<file path="src/inc/isr_pkg.sv">
// Package with status-reporting constants, field positions and enumerations
package isr_pkg;
    // Register width of status byte, event and enable registers
    localparam int          ISR_W         = 8;
    // Status byte bit positions
    localparam int          ISR_MAV_BIT   = 4;
    localparam int          ISR_ESB_BIT   = 5;
    localparam int          ISR_MSS_BIT   = 6;
    // Status byte bits that may ever be one, besides bit 6
    localparam logic [7:0]  ISR_STB_USED  = 8'h30;
    // Service-request enable write mask, bit 6 never stored
    localparam logic [7:0]  ISR_SRE_MASK  = 8'hBF;
    // Standard event enable accepts every bit
    localparam logic [7:0]  ISR_ESE_MASK  = 8'hFF;
    // Reset values
    localparam logic [7:0]  ISR_EVT_RST   = 8'h00;
    localparam logic [7:0]  ISR_ENA_RST   = 8'h00;
    localparam logic [7:0]  ISR_RSP_RST   = 8'h00;
    localparam logic [7:0]  ISR_ZERO      = 8'h00;

    // Query that produced the pending answer
    typedef enum {
        ISR_Q_NONE,
        ISR_Q_ESR,
        ISR_Q_ESE,
        ISR_Q_SRE,
        ISR_Q_STB,
        ISR_Q_SPOLL,
        ISR_Q_TST
    } isr_query_e;
endpackage

</file>
<file path="src/design/isr_event_reg.sv">
// Latched event register with its enable register and summary bit
`timescale 1ns/1ns
module isr_event_reg #(
    parameter int         W        = 8,
    parameter logic [7:0] ENA_MASK = 8'hFF
) (
    input  wire logic         mclk,
    input  wire logic         rst_n,
    input  wire logic [W-1:0] evt_set,
    input  wire logic         evt_clr,
    input  wire logic         ena_wr,
    input  wire logic [W-1:0] ena_wdata,
    output logic      [W-1:0] event_q,
    output logic      [W-1:0] enable_q,
    output logic              summary
);
    import isr_pkg::*;

    logic [W-1:0] event_d;

    // Bits latch and hold; a new event in the clearing cycle survives
    always_comb begin
        event_d = (evt_clr ? ISR_EVT_RST[W-1:0] : event_q) | evt_set;
    end

    // Event storage, cleared only at power-on or by an explicit clear
    always_ff @(posedge mclk or negedge rst_n) begin
        if (!rst_n) begin
            event_q <= ISR_EVT_RST[W-1:0];
        end else begin
            event_q <= event_d;
        end
    end

    // Enable storage, touched only by its own write
    always_ff @(posedge mclk or negedge rst_n) begin
        if (!rst_n) begin
            enable_q <= ISR_ENA_RST[W-1:0];
        end else if (ena_wr) begin
            enable_q <= ena_wdata & ENA_MASK[W-1:0];
        end
    end

    // Summary is the OR of enabled event bits
    assign summary = |(event_q & enable_q);
endmodule // isr_event_reg

</file>
<file path="src/design/isr_rqs_latch.sv">
// Request-service latch driven by rising master summary
`timescale 1ns/1ns
module isr_rqs_latch (
    input  wire logic mclk,
    input  wire logic rst_n,
    input  wire logic mss,
    input  wire logic spoll_rd,
    output logic      rqs_q
);
    import isr_pkg::*;

    logic mss_prev_q;

    // Previous master summary for edge detection
    always_ff @(posedge mclk or negedge rst_n) begin
        if (!rst_n) begin
            mss_prev_q <= 1'b0;
        end else begin
            mss_prev_q <= mss;
        end
    end

    // Set on a new request, cleared by a serial poll; set wins
    always_ff @(posedge mclk or negedge rst_n) begin
        if (!rst_n) begin
            rqs_q <= 1'b0;
        end else if (mss && !mss_prev_q) begin
            rqs_q <= 1'b1;
        end else if (spoll_rd) begin
            rqs_q <= 1'b0;
        end
    end
endmodule // isr_rqs_latch

</file>
<file path="src/design/isr_status_top.sv">
// Status byte, standard event group, service request and query answers
`timescale 1ns/1ns
module isr_status_top (
    input  wire logic                      mclk,
    input  wire logic                      rst_n,
    input  wire logic [isr_pkg::ISR_W-1:0] std_evt,
    input  wire logic                      oq_not_empty,
    input  wire logic                      oq_rd_req,
    input  wire logic                      cmd_cls,
    input  wire logic                      cmd_rst,
    input  wire logic                      cmd_dcl,
    input  wire logic                      cmd_ese_wr,
    input  wire logic                      cmd_sre_wr,
    input  wire logic [isr_pkg::ISR_W-1:0] cmd_data,
    input  wire logic                      q_esr,
    input  wire logic                      q_ese,
    input  wire logic                      q_sre,
    input  wire logic                      q_stb,
    input  wire logic                      q_tst,
    input  wire logic                      spoll_rd,
    input  wire logic [isr_pkg::ISR_W-1:0] tst_code,
    output logic                           resp_valid,
    output logic      [isr_pkg::ISR_W-1:0] resp_data,
    output logic      [isr_pkg::ISR_W-1:0] status_byte,
    output logic                           srq,
    output logic                           hold_off
);
    import isr_pkg::*;

    logic [ISR_W-1:0] evt_q;
    logic [ISR_W-1:0] ese_q;
    logic             esb;
    logic [ISR_W-1:0] sre_q;
    logic [ISR_W-1:0] stb_base;
    logic [ISR_W-1:0] stb_mss;
    logic [ISR_W-1:0] stb_poll;
    logic             mss;
    logic             rqs_q;
    logic             esr_clr;
    isr_query_e       query_sel;
    logic [ISR_W-1:0] resp_d;
    logic             resp_valid_q;
    logic [ISR_W-1:0] resp_data_q;
    logic [ISR_W-1:0] status_byte_q;
    logic             hold_off_q;

    // Standard event register empties on its query or clear-status only
    assign esr_clr = q_esr | cmd_cls;

    // Standard event register with its enable register
    isr_event_reg #(
        .W        (ISR_W),
        .ENA_MASK (ISR_ESE_MASK)
    ) u_std_evt (
        .mclk      (mclk),
        .rst_n     (rst_n),
        .evt_set   (std_evt),
        .evt_clr   (esr_clr),
        .ena_wr    (cmd_ese_wr),
        .ena_wdata (cmd_data),
        .event_q   (evt_q),
        .enable_q  (ese_q),
        .summary   (esb)
    );

    // Service-request enable, bit 6 masked on write
    always_ff @(posedge mclk or negedge rst_n) begin
        if (!rst_n) begin
            sre_q <= ISR_ENA_RST;
        end else if (cmd_sre_wr) begin
            sre_q <= cmd_data & ISR_SRE_MASK;
        end
    end

    // Unlatched status byte built from live sources
    always_comb begin
        stb_base              = ISR_ZERO;
        stb_base[ISR_MAV_BIT] = oq_not_empty;
        stb_base[ISR_ESB_BIT] = esb;
    end

    // Master summary from enabled status byte bits, bit 6 excluded
    assign mss = |(stb_base & sre_q & ISR_SRE_MASK);

    // Status byte views for the status query and for a serial poll
    always_comb begin
        stb_mss               = stb_base;
        stb_mss[ISR_MSS_BIT]  = mss;
        stb_poll              = stb_base;
        stb_poll[ISR_MSS_BIT] = rqs_q;
    end

    // Request-service flag, cleared only by a serial poll
    isr_rqs_latch u_rqs (
        .mclk     (mclk),
        .rst_n    (rst_n),
        .mss      (mss),
        .spoll_rd (spoll_rd),
        .rqs_q    (rqs_q)
    );

    // Fixed priority among queries arriving together
    always_comb begin
        if (q_esr) begin
            query_sel = ISR_Q_ESR;
        end else if (q_ese) begin
            query_sel = ISR_Q_ESE;
        end else if (q_sre) begin
            query_sel = ISR_Q_SRE;
        end else if (q_stb) begin
            query_sel = ISR_Q_STB;
        end else if (spoll_rd) begin
            query_sel = ISR_Q_SPOLL;
        end else if (q_tst) begin
            query_sel = ISR_Q_TST;
        end else begin
            query_sel = ISR_Q_NONE;
        end
    end

    // Answer value; binary value equals the weighted decimal sum
    always_comb begin
        case (query_sel)
            ISR_Q_ESR:   resp_d = evt_q;
            ISR_Q_ESE:   resp_d = ese_q;
            ISR_Q_SRE:   resp_d = sre_q;
            ISR_Q_STB:   resp_d = stb_mss;
            ISR_Q_SPOLL: resp_d = stb_poll;
            ISR_Q_TST:   resp_d = tst_code;
            default:     resp_d = ISR_RSP_RST;
        endcase
    end

    // Answer register: one-cycle pulse, dropped by device clear or reset
    always_ff @(posedge mclk or negedge rst_n) begin
        if (!rst_n) begin
            resp_valid_q <= 1'b0;
            resp_data_q  <= ISR_RSP_RST;
        end else if (cmd_dcl || cmd_rst) begin
            resp_valid_q <= 1'b0;
            resp_data_q  <= ISR_RSP_RST;
        end else begin
            resp_valid_q <= (query_sel != ISR_Q_NONE);
            resp_data_q  <= resp_d;
        end
    end

    // Registered copy of the status byte with master summary in bit 6
    always_ff @(posedge mclk or negedge rst_n) begin
        if (!rst_n) begin
            status_byte_q <= ISR_ZERO;
        end else begin
            status_byte_q <= stb_mss;
        end
    end

    // Bus hold-off while the controller reads an empty queue
    always_ff @(posedge mclk or negedge rst_n) begin
        if (!rst_n) begin
            hold_off_q <= 1'b0;
        end else begin
            hold_off_q <= oq_rd_req && !oq_not_empty && !cmd_dcl;
        end
    end

    assign resp_valid  = resp_valid_q;
    assign resp_data   = resp_data_q;
    assign status_byte = status_byte_q;
    assign srq         = rqs_q;
    assign hold_off    = hold_off_q;
endmodule // isr_status_top

</file>
<file path="config.mk">
export PLATFORM = sky130hd
export DESIGN_NAME = isr_status_top
export DESIGN_NICKNAME = d
export VERILOG_FILES = /design/src/inc/isr_pkg.sv /design/src/design/isr_event_reg.sv /design/src/design/isr_rqs_latch.sv /design/src/design/isr_status_top.sv
export SDC_FILE = /design/constraint.sdc
export NUM_CORES = 1
export LEC_CHECK = 0
export ABC_AREA = 1
export BUFFER_PORTS_ARGS = -buffer_cell sky130_fd_sc_hd__buf_2
export CAP_MARGIN = 15
export CELL_PAD_IN_SITES_DETAIL_PLACEMENT = 0
export CELL_PAD_IN_SITES_GLOBAL_PLACEMENT = 2
export CORE_ASPECT_RATIO = 0.5
export CORE_MARGIN = 10
export CORE_UTILIZATION = 29
export CTS_BUF_LIST = sky130_fd_sc_hd__clkbuf_8
export CTS_CLUSTER_SIZE = 24
export DETAILED_ROUTE_END_ITERATION = 10
export PLACE_DENSITY_LB_ADDON = 0.12
export SYNTH_ARGS = -nofsm -noshare
export SYNTH_HDL_FRONTEND = slang
export SYNTH_SLANG_ARGS = --single-unit
</file>
<file path="constraint.sdc">
create_clock -name mclk -period 1.53 [get_ports mclk]
set_input_delay 0.2295 -clock mclk [delete_from_list [all_inputs] [get_ports mclk]]
set_output_delay 0.2295 -clock mclk [all_outputs]
set_load 0.005 [all_outputs]
</file>
Word level (Yosys, flattened, before mapping). Cells that the tools add are included.

Logic and storage cells: 42. Bits in writable memories: 0. Latch bits: 0. Bits in registers: 38. Bits in read-only memories: 0. Memories kept: 0. Input port bits: 39. Output and inout bits: 19.

Magnitude comparators: 0. Add/sub/neg operators: 0. Bitwise logic cells: 4. Div/mod/pow operators: 0. Reductions and logical operators: 11. Shift-type cells: 0. $mul: 0. Equal/unequal tests: 6. Multiplexer cells: 12.

Operators by type and width (number): $eq 32x2->1 const B (2); $eq 32x3->1 const B (2); $pmux 8 s6 (1); $eq 32x1->1 const B (1); $reduce_bool 32->1 (1); $mux 3 (6); $mux 8 (2); $and 6x8->8 (1); $and 8x8->8 (1); $or 8x8->8 (1); $reduce_or 8->1 (1); $reduce_or 7->1 (1); $eq 3x3->1 const B (1); $logic_and 1x1->1 (3); $logic_not 1->1 (3); $mux 1 (3); $reduce_bool 2->1 (1); $logic_or 1x1->1 (1); $or 1x1->1 (1).

Logic depth before layout (Yosys ltp). Gate-level depths: netlist of the first run.

Depth in word-level cells: 9. Mapped depth: 11. Gate-level depth less buffers: 11.

Hierarchy. A second synthesis of the first run with hierarchy kept.

Cells, all modules: 215. Area total of the unflattened synthesis: 1808.0 um^2.

By module, submodules not included: isr_status_top (area an instance 1076.0 um^2, instances 1, seq. area each 500.5 um^2, cells an instance 135); isr_event_reg (area an instance 663.1 um^2, instances 1, seq. area each 400.4 um^2, cells an instance 73); isr_rqs_latch (area an instance 68.8 um^2, instances 1, seq. area each 50.0 um^2, cells an instance 7).

Least setup slack after synthesis of the first run. No wires, ideal clock.

Kind: input port to flip-flop. Start: in q_esr. End: reg resp_data_q[2] (netlist: resp_data[2]). Buffers on the path: 1. Stages: 8. Required time: 1467 ps. Library setup time: 63 ps. Setup slack: 429 ps. Arrival time: 1038 ps. Cell sequence: clkbuf_2 -> inv_4 -> nand3_4 -> nor3b_4 -> nand2_1 -> nand3_1 -> nand2_1 -> inv_1.

Word-level cells in the longest chain between the ends: 4. Elaborated cells between the ends (all ways): 9. Those cells by class: eq/ne: 6; mux: 3.

Ends and longest elaborated chain: start, declared (RTL line isr_status_top.sv:15) `input wire logic q_esr,`; $mux 3 * (RTL line isr_status_top.sv:104) `if (q_esr) begin`; $eq 32x3->1, or another cell as far along (RTL line isr_status_top.sv:123) `case (query_sel)`; $pmux 8 s6 * (RTL line isr_status_top.sv:123); $mux 8 * (RTL line isr_status_top.sv:139) `end else if (cmd_dcl || cmd_rst) begin`; end signal, assigned (RTL line isr_status_top.sv:144) `resp_data_q <= resp_d;`; end, declared (RTL line isr_status_top.sv:43) `logic [ISR_W-1:0] resp_data_q;`.

Mark *: on every way between the ends. The rest lies on a longest branch, timed or not. A chain may end at the register's enable or synchronous reset.

Final worst setup path of the first run.
Start: reg u_std_evt.event_q[1]. End: reg resp_data_q[6] (netlist: resp_data[6]).

Word-level cells in the longest chain between the ends: 6.

Ends and longest elaborated chain: start, declared (RTL line isr_event_reg.sv:13) `output logic [W-1:0] event_q,`; start signal, assigned (RTL line isr_event_reg.sv:29) `event_q <= ISR_EVT_RST[W-1:0];`; start signal, assigned (RTL line isr_event_reg.sv:31) `event_q <= event_d;`; $and 8x8->8 (RTL line isr_event_reg.sv:45) `assign summary = |(event_q & enable_q);`; $reduce_or 8->1 (RTL line isr_event_reg.sv:45); named net esb (RTL line isr_status_top.sv:32) `logic esb;`; $and 6x8->8 (RTL line isr_status_top.sv:83) `assign mss = |(stb_base & sre_q & ISR_SRE_MASK);`; $reduce_or 7->1 (RTL line isr_status_top.sv:83); named net mss (RTL line isr_status_top.sv:37) `logic mss;`; $pmux 8 s6 (RTL line isr_status_top.sv:123); $mux 8 (RTL line isr_status_top.sv:139).

The timed path passes the listed nets, and every way through them passes these cells.

==> flow_summary.ini, run 1 <==
[clock_tree]
cts_setup_buffers = 0
worstSkewPairLatency_ns = 0.28
clkSlewWorstSetupHoldPaths_ns = 0.07
h-tree-depth = 2
cts_buffer_depth = 2
cts_root_buffer = clkbuf_8
cts_tree = done
clock-sinks = 37
cts_made_buffers = 5

[placement]
dpl.hpwl_um = 3870
numPortBuffers = 52
dp.cells = 326
gp_congestion = 0.740

[drt]
wl_um = 4630
vias_per_cell = 4.34
dr.first_iter.drc_count = 91
detail-route-antenna-nets = 0
routedWlPerCell_um = 13.9
drc_errors = 0
routed-via-count = 1450
dr.pass1.iters = 4

[final_layout]
multi_input_area_um2 = 656
layoutNonFillerInstCount = 334
n_antenna_cell = 0
seqCellArea_um2 = 926
fin_nets = 300
fillCellCount = 623
layout_common_cells = buf_2, nand2_1, dfrtp_1, inv_1
layout.cells.most_common = buf_2
drive_gt1_share_pct = 28.4
area_growth_syn_to_layout_pct = 25.3

[power_and_ir_drop]
p_leak_nw = 1.16
ir_drop_mv = 0.349
p_per_area_nw_per_um2 = 1010

[sta]
finalHoldViolCount = 0
skew_ns = 0.00600
post-route-period-util_pct = 83.6
period_minus_slack_ns = 1.28
setup_tns_ns = 0
setup_viol = 0
rsz0062_at_grt = no
fmax_mhz = 782
maxSlewViolCount = 0

[critical_path]
cp.arrival_ns = 1.45
worstSetupStartpointType = flip-flop
crit_top_cell = nand2_1
crit_path_top_delay_cell = dfrtp_1
critPathMaxFanout = 3
cpPeakStageDelay_ns = 0.40
cp-end-kind = flip-flop
crit_type = flip-flop to flip-flop
crit_chain = nand2_1, nand2_1, nor2_1, nand2_1, nand2_1, nand2_1, nand2_1, nand2_1, nor2_1, nor2_1
cp.required_ns = 1.70

[job]
cap_violations = 0

[grt]
grt_pass1_vias = 1610
grt_max_degree = 22
grt_pass1_wl_um = 7600
grt_usage_pct = 9.98
grt-ovfl-total = 0
antenna_found_initial = 0

[yosys]
syn_area_um2 = 1750
synth-edff-count = 0
synthFlopType = dfrtp_1
yosys.cell_types.count = 27
syn_avg_cell_area_um2 = 8.56
synthArstFlopShare_pct = 100
synth-seq-cells = 37
syn_inst = 204
yosysWarnings = 0
synth-seq-area-share_pct = 53.0

[die]
die_x_um = 130
pin_count = 58
die_h_um = 74.9
rows = 19
core_area_um2 = 5660
design.die.area_um2 = 9720
initial_core_util_pct = 30.9

[hold_path]
worstHoldPathType = input pin to flip-flop

[run_status]
status = completed
-- through the flow --
step	worst slack, ns	instance area (µm²)	utilization, %	hold slack (ns)	total power [mW]
final	0.251	2190	38.7	0.112	2.21
after floorplan	0.429	1760	-	-0.0661	1.29
after global placement	0.182	2070	36.7	0.224	1.43
after CTS	0.255	2190	38.7	0.108	2.25
after global routing	0.0970	2190	38.7	0.111	2.36
after detailed placement	0.178	2070	36.7	0.220	1.43
-- cells by family after synthesis --
family	count (synthesis)	synth area share [%]
other cells	1	0.215
mux	3	1.93
flops	37	53.0
simple gates	82	21.1
buf+inv	41	10.3
compound gates	40	13.4
-- routing by layer --
metal	global-route usage [%]	vias to the layer above	wire (µm)
li1	-	742	-
met1	12.7	663	2250
met2	15.1	41	1930
met3	4.27	4	410
met4	2.97	0	36
met5	0	-	0
-- layout make-up --
cell class              count  share of cell area (%)
flip-flops and latches     37                    42.3
multi-input cells         130                    30.0
repair buffers             56                    13.4
inverters                  31                    5.43
well taps                  73                    4.17
clock buffers               5                    3.14
clock inverters             2                    1.60
-- report_power, final --
group	internal, mW	switching, mW	total [mW]
clock network	0.474	0.331	0.805
logic	0.133	0.186	0.318
registers	1.05	0.0375	1.09
total	1.66	0.554	2.21
-- what timing repair did --
action,4_1_cts,5_1_grt
hold buffers,1,0
hold endpoints to repair,19,0
gates resized for setup,0,0
-- worst max-delay path: cells and delay by family, from the launching register on --
kind	cells	cell delay, ns
DFF	1	0.40
and+or+nand+nor	10	0.77
-- final timing paths --
check / from / end / slack [ns] / cells past startpoint
worst min-delay path: oq_not_empty / status_byte[4]$_DFF_PN0_ / 0.11 / 1
min in group asynchronous: rst_n / sre_q[1]$_DFFE_PN0P_ / 0.44 / 2
worst max-delay path: u_std_evt.event_q[1]$_DFF_PN0_ / resp_data[6]$_DFF_PN0_ / 0.25 / 10
max in group asynchronous: rst_n / u_std_evt.event_q[7]$_DFF_PN0_ / 0.58 / 3
worst min register to register: sre_q[1]$_DFFE_PN0P_ / sre_q[1]$_DFFE_PN0P_ / 0.53 / 2
worst max register to register: u_std_evt.event_q[1]$_DFF_PN0_ / resp_data[6]$_DFF_PN0_ / 0.25 / 10
-- synthesized netlist by cell type (2+ instances only) --
library cell / n / area (µm²)
inv_1: 30 / 113
nor2_1: 15 / 56.3
clkbuf_1: 3 / 11.3
dfrtp_1: 37 / 926
nand3_1: 6 / 30.0
o22ai_1: 4 / 25.0
o21ai_0: 15 / 75.1
mux2_2: 3 / 33.8
a21oi_1: 9 / 45.0
nand2_1: 51 / 191
o21bai_1: 8 / 60.1
buf_4: 6 / 45.0
nor2_2: 2 / 12.5
o211ai_1: 2 / 15.0
-- state kept, by name (all words and copies together) (netlist names) --
signal,flops
resp_valid,1
sre_q,7
u_std_evt.event_q,8
hold_off,1
status_byte,3
u_std_evt.enable_q,8
resp_data,8
u_rqs.rqs_q,1
No activity file was read; power rests on OpenSTA's default activity.
==> run 2: changes to the inputs <==
==> constraint.sdc (replaced) <==
create_clock -name mclk -period 1.2 [get_ports mclk]
set_input_delay 0.18 -clock mclk [delete_from_list [all_inputs] [get_ports mclk]]
set_output_delay 0.18 -clock mclk [all_outputs]
set_load 0.005 [all_outputs]
==> flow_summary.ini, run 2 (synthesized netlist as in run 1, its figures left out) <==
[clock_tree]
worstSkewPairLatency_ns = 0.29
h-tree-depth = 2
cts_root_buffer = clkbuf_8
cts_made_buffers = 5
cts_buffer_depth = 2
clock-sinks = 37
cts_tree = done
clkSlewWorstSetupHoldPaths_ns = 0.08

[final_layout]
seqCellArea_um2 = 926
fillCellCount = 626
layout.cells.most_common = buf_2
layoutNonFillerInstCount = 351
drive_gt1_share_pct = 34.5
fin_nets = 316
multi_input_area_um2 = 668
n_antenna_cell = 0
area_growth_syn_to_layout_pct = 34.1
layout_common_cells = buf_2, nand2_1, dfrtp_1, inv_1, buf_4

[drt]
vias_per_cell = 4.33
dr.pass1.iters = 4
routed-via-count = 1521
drc_errors = 0
wl_um = 4870
routedWlPerCell_um = 13.9
detail-route-antenna-nets = 0
dr.first_iter.drc_count = 93

[critical_path]
cp.arrival_ns = 1.38
crit_type = flip-flop to flip-flop
worstSetupStartpointType = flip-flop
critPathMaxFanout = 3
cp-end-kind = flip-flop
cp.required_ns = 1.39

[placement]
dpl.hpwl_um = 3870
numPortBuffers = 52
dp.cells = 339
gp_congestion = 0.729

[die]
die_x_um = 130
die_h_um = 74.9
rows = 19
design.die.area_um2 = 9720
initial_core_util_pct = 30.9
core_area_um2 = 5660
pin_count = 58

[job]
cap_violations = 0

[grt]
grt_pass1_wl_um = 7810
antenna_found_initial = 0
grt_pass1_vias = 1597
grt-ovfl-total = 0
grt_max_degree = 38
grt_usage_pct = 10.3

[power_and_ir_drop]
ir_drop_mv = 0.472
p_comb_share_pct = 16.3
swShare_pct = 26.4
sequentialPowerShare_pct = 46.5
intPower_mw = 2.19
clkPwrFrac_pct = 37.2
p_switching_uw = 786
p_leak_nw = 1.24
p_per_area_nw_per_um2 = 1270

[run_status]
status = completed

[sta]
finalHoldViolCount = 0
rsz0062_at_grt = yes
period_minus_slack_ns = 1.18
maxSlewViolCount = 0
setup_viol = 0
fmax_mhz = 844
skew_ns = 0.0115
fin_worst_hold_slack_ns = 0.0456
post-route-period-util_pct = 98.7

[hold_path]
worstHoldPathType = input pin to flip-flop
-- run 2: cell count changes in the layout (fill, tap and decap cells not counted), sizes merged --
cell  delta
buf     +16
inv      +1
-- run 2: routing by layer --
layer | share of wire, % | global-route usage [%] | vias up
met3 | 6.8 | 3.71 | 6
met5 | 0 | 0 | -
li1 | - | - | 777
met4 | 0.88 | 3.34 | 0
met2 | 42 | 15.6 | 38
met1 | 50 | 13.4 | 700
-- run 2: cell type report --
class                           count  share of cell area [%]
Multi-Input combinational cell    130                    28.5
Inverter                           31                    5.07
Sequential cell                    37                    39.5
Clock buffer                        5                    2.94
Timing Repair Buffer               72                    18.2
Clock inverter                      3                    1.87
Tap cell                           73                    3.90
-- run 2: worst paths after layout --
kind	start	end	slack (ns)	cells past startpoint
max	u_std_evt.enable_q[6]$_DFFE_PN0P_	status_byte[5]$_DFF_PN0_	0.02	7
min	oq_not_empty	status_byte[4]$_DFF_PN0_	0.05	1
max reg2reg	u_std_evt.enable_q[6]$_DFFE_PN0P_	status_byte[5]$_DFF_PN0_	0.02	7
min reg2reg	sre_q[5]$_DFFE_PN0P_	status_byte[6]$_DFF_PN0_	0.52	2
max in group asynchronous	rst_n	u_rqs.rqs_q$_DFFE_PN0P_	0.62	3
min in group asynchronous	rst_n	sre_q[2]$_DFFE_PN0P_	0.38	3
-- run 2: timing repair --
action / CTS / global route
endpoints found under the hold margin: 37 / 0
hold buffers: 1 / 0
buffers inserted: 2 / 1
setup endpoints to repair: 1 / 4
resized for setup: 3 / 3
pin swaps: 2 / 1
-- run 2: power by group through the flow --
stage,Combinational (mW),Sequential (mW),Clock (mW)
after global routing,0.557,1.40,1.20
after detailed placement,0.468,1.41,0
after CTS,0.487,1.38,1.14
after floorplan,0.232,1.41,0
after global placement,0.465,1.41,0
final,0.485,1.38,1.11
-- run 2: per-stage QoR --
stage,utilization (%),setup WS [ns],setup TNS (ns),power [mW],cell area (µm²)
floorplan,-,0.132,0,1.64,1760
global placement,38.6,-0.0803,-0.290,1.87,2180
detailed placement,38.6,-0.0911,-0.447,1.88,2180
CTS,41.2,-0.0262,-0.0321,3.01,2330
global route,41.4,-0.123,-0.258,3.16,2340
finish,41.4,0.0157,0,2.97,2340
-- run 2: worst max-delay path: stages (launching register included) --
cell and delay [ns]:
dfrtp_1 0.39, nand2_1 0.07, nand2_1 0.06, nor2_2 0.13, nand2_2 0.08, buf_4 0.13
buf_4 0.12, buf_4 0.12
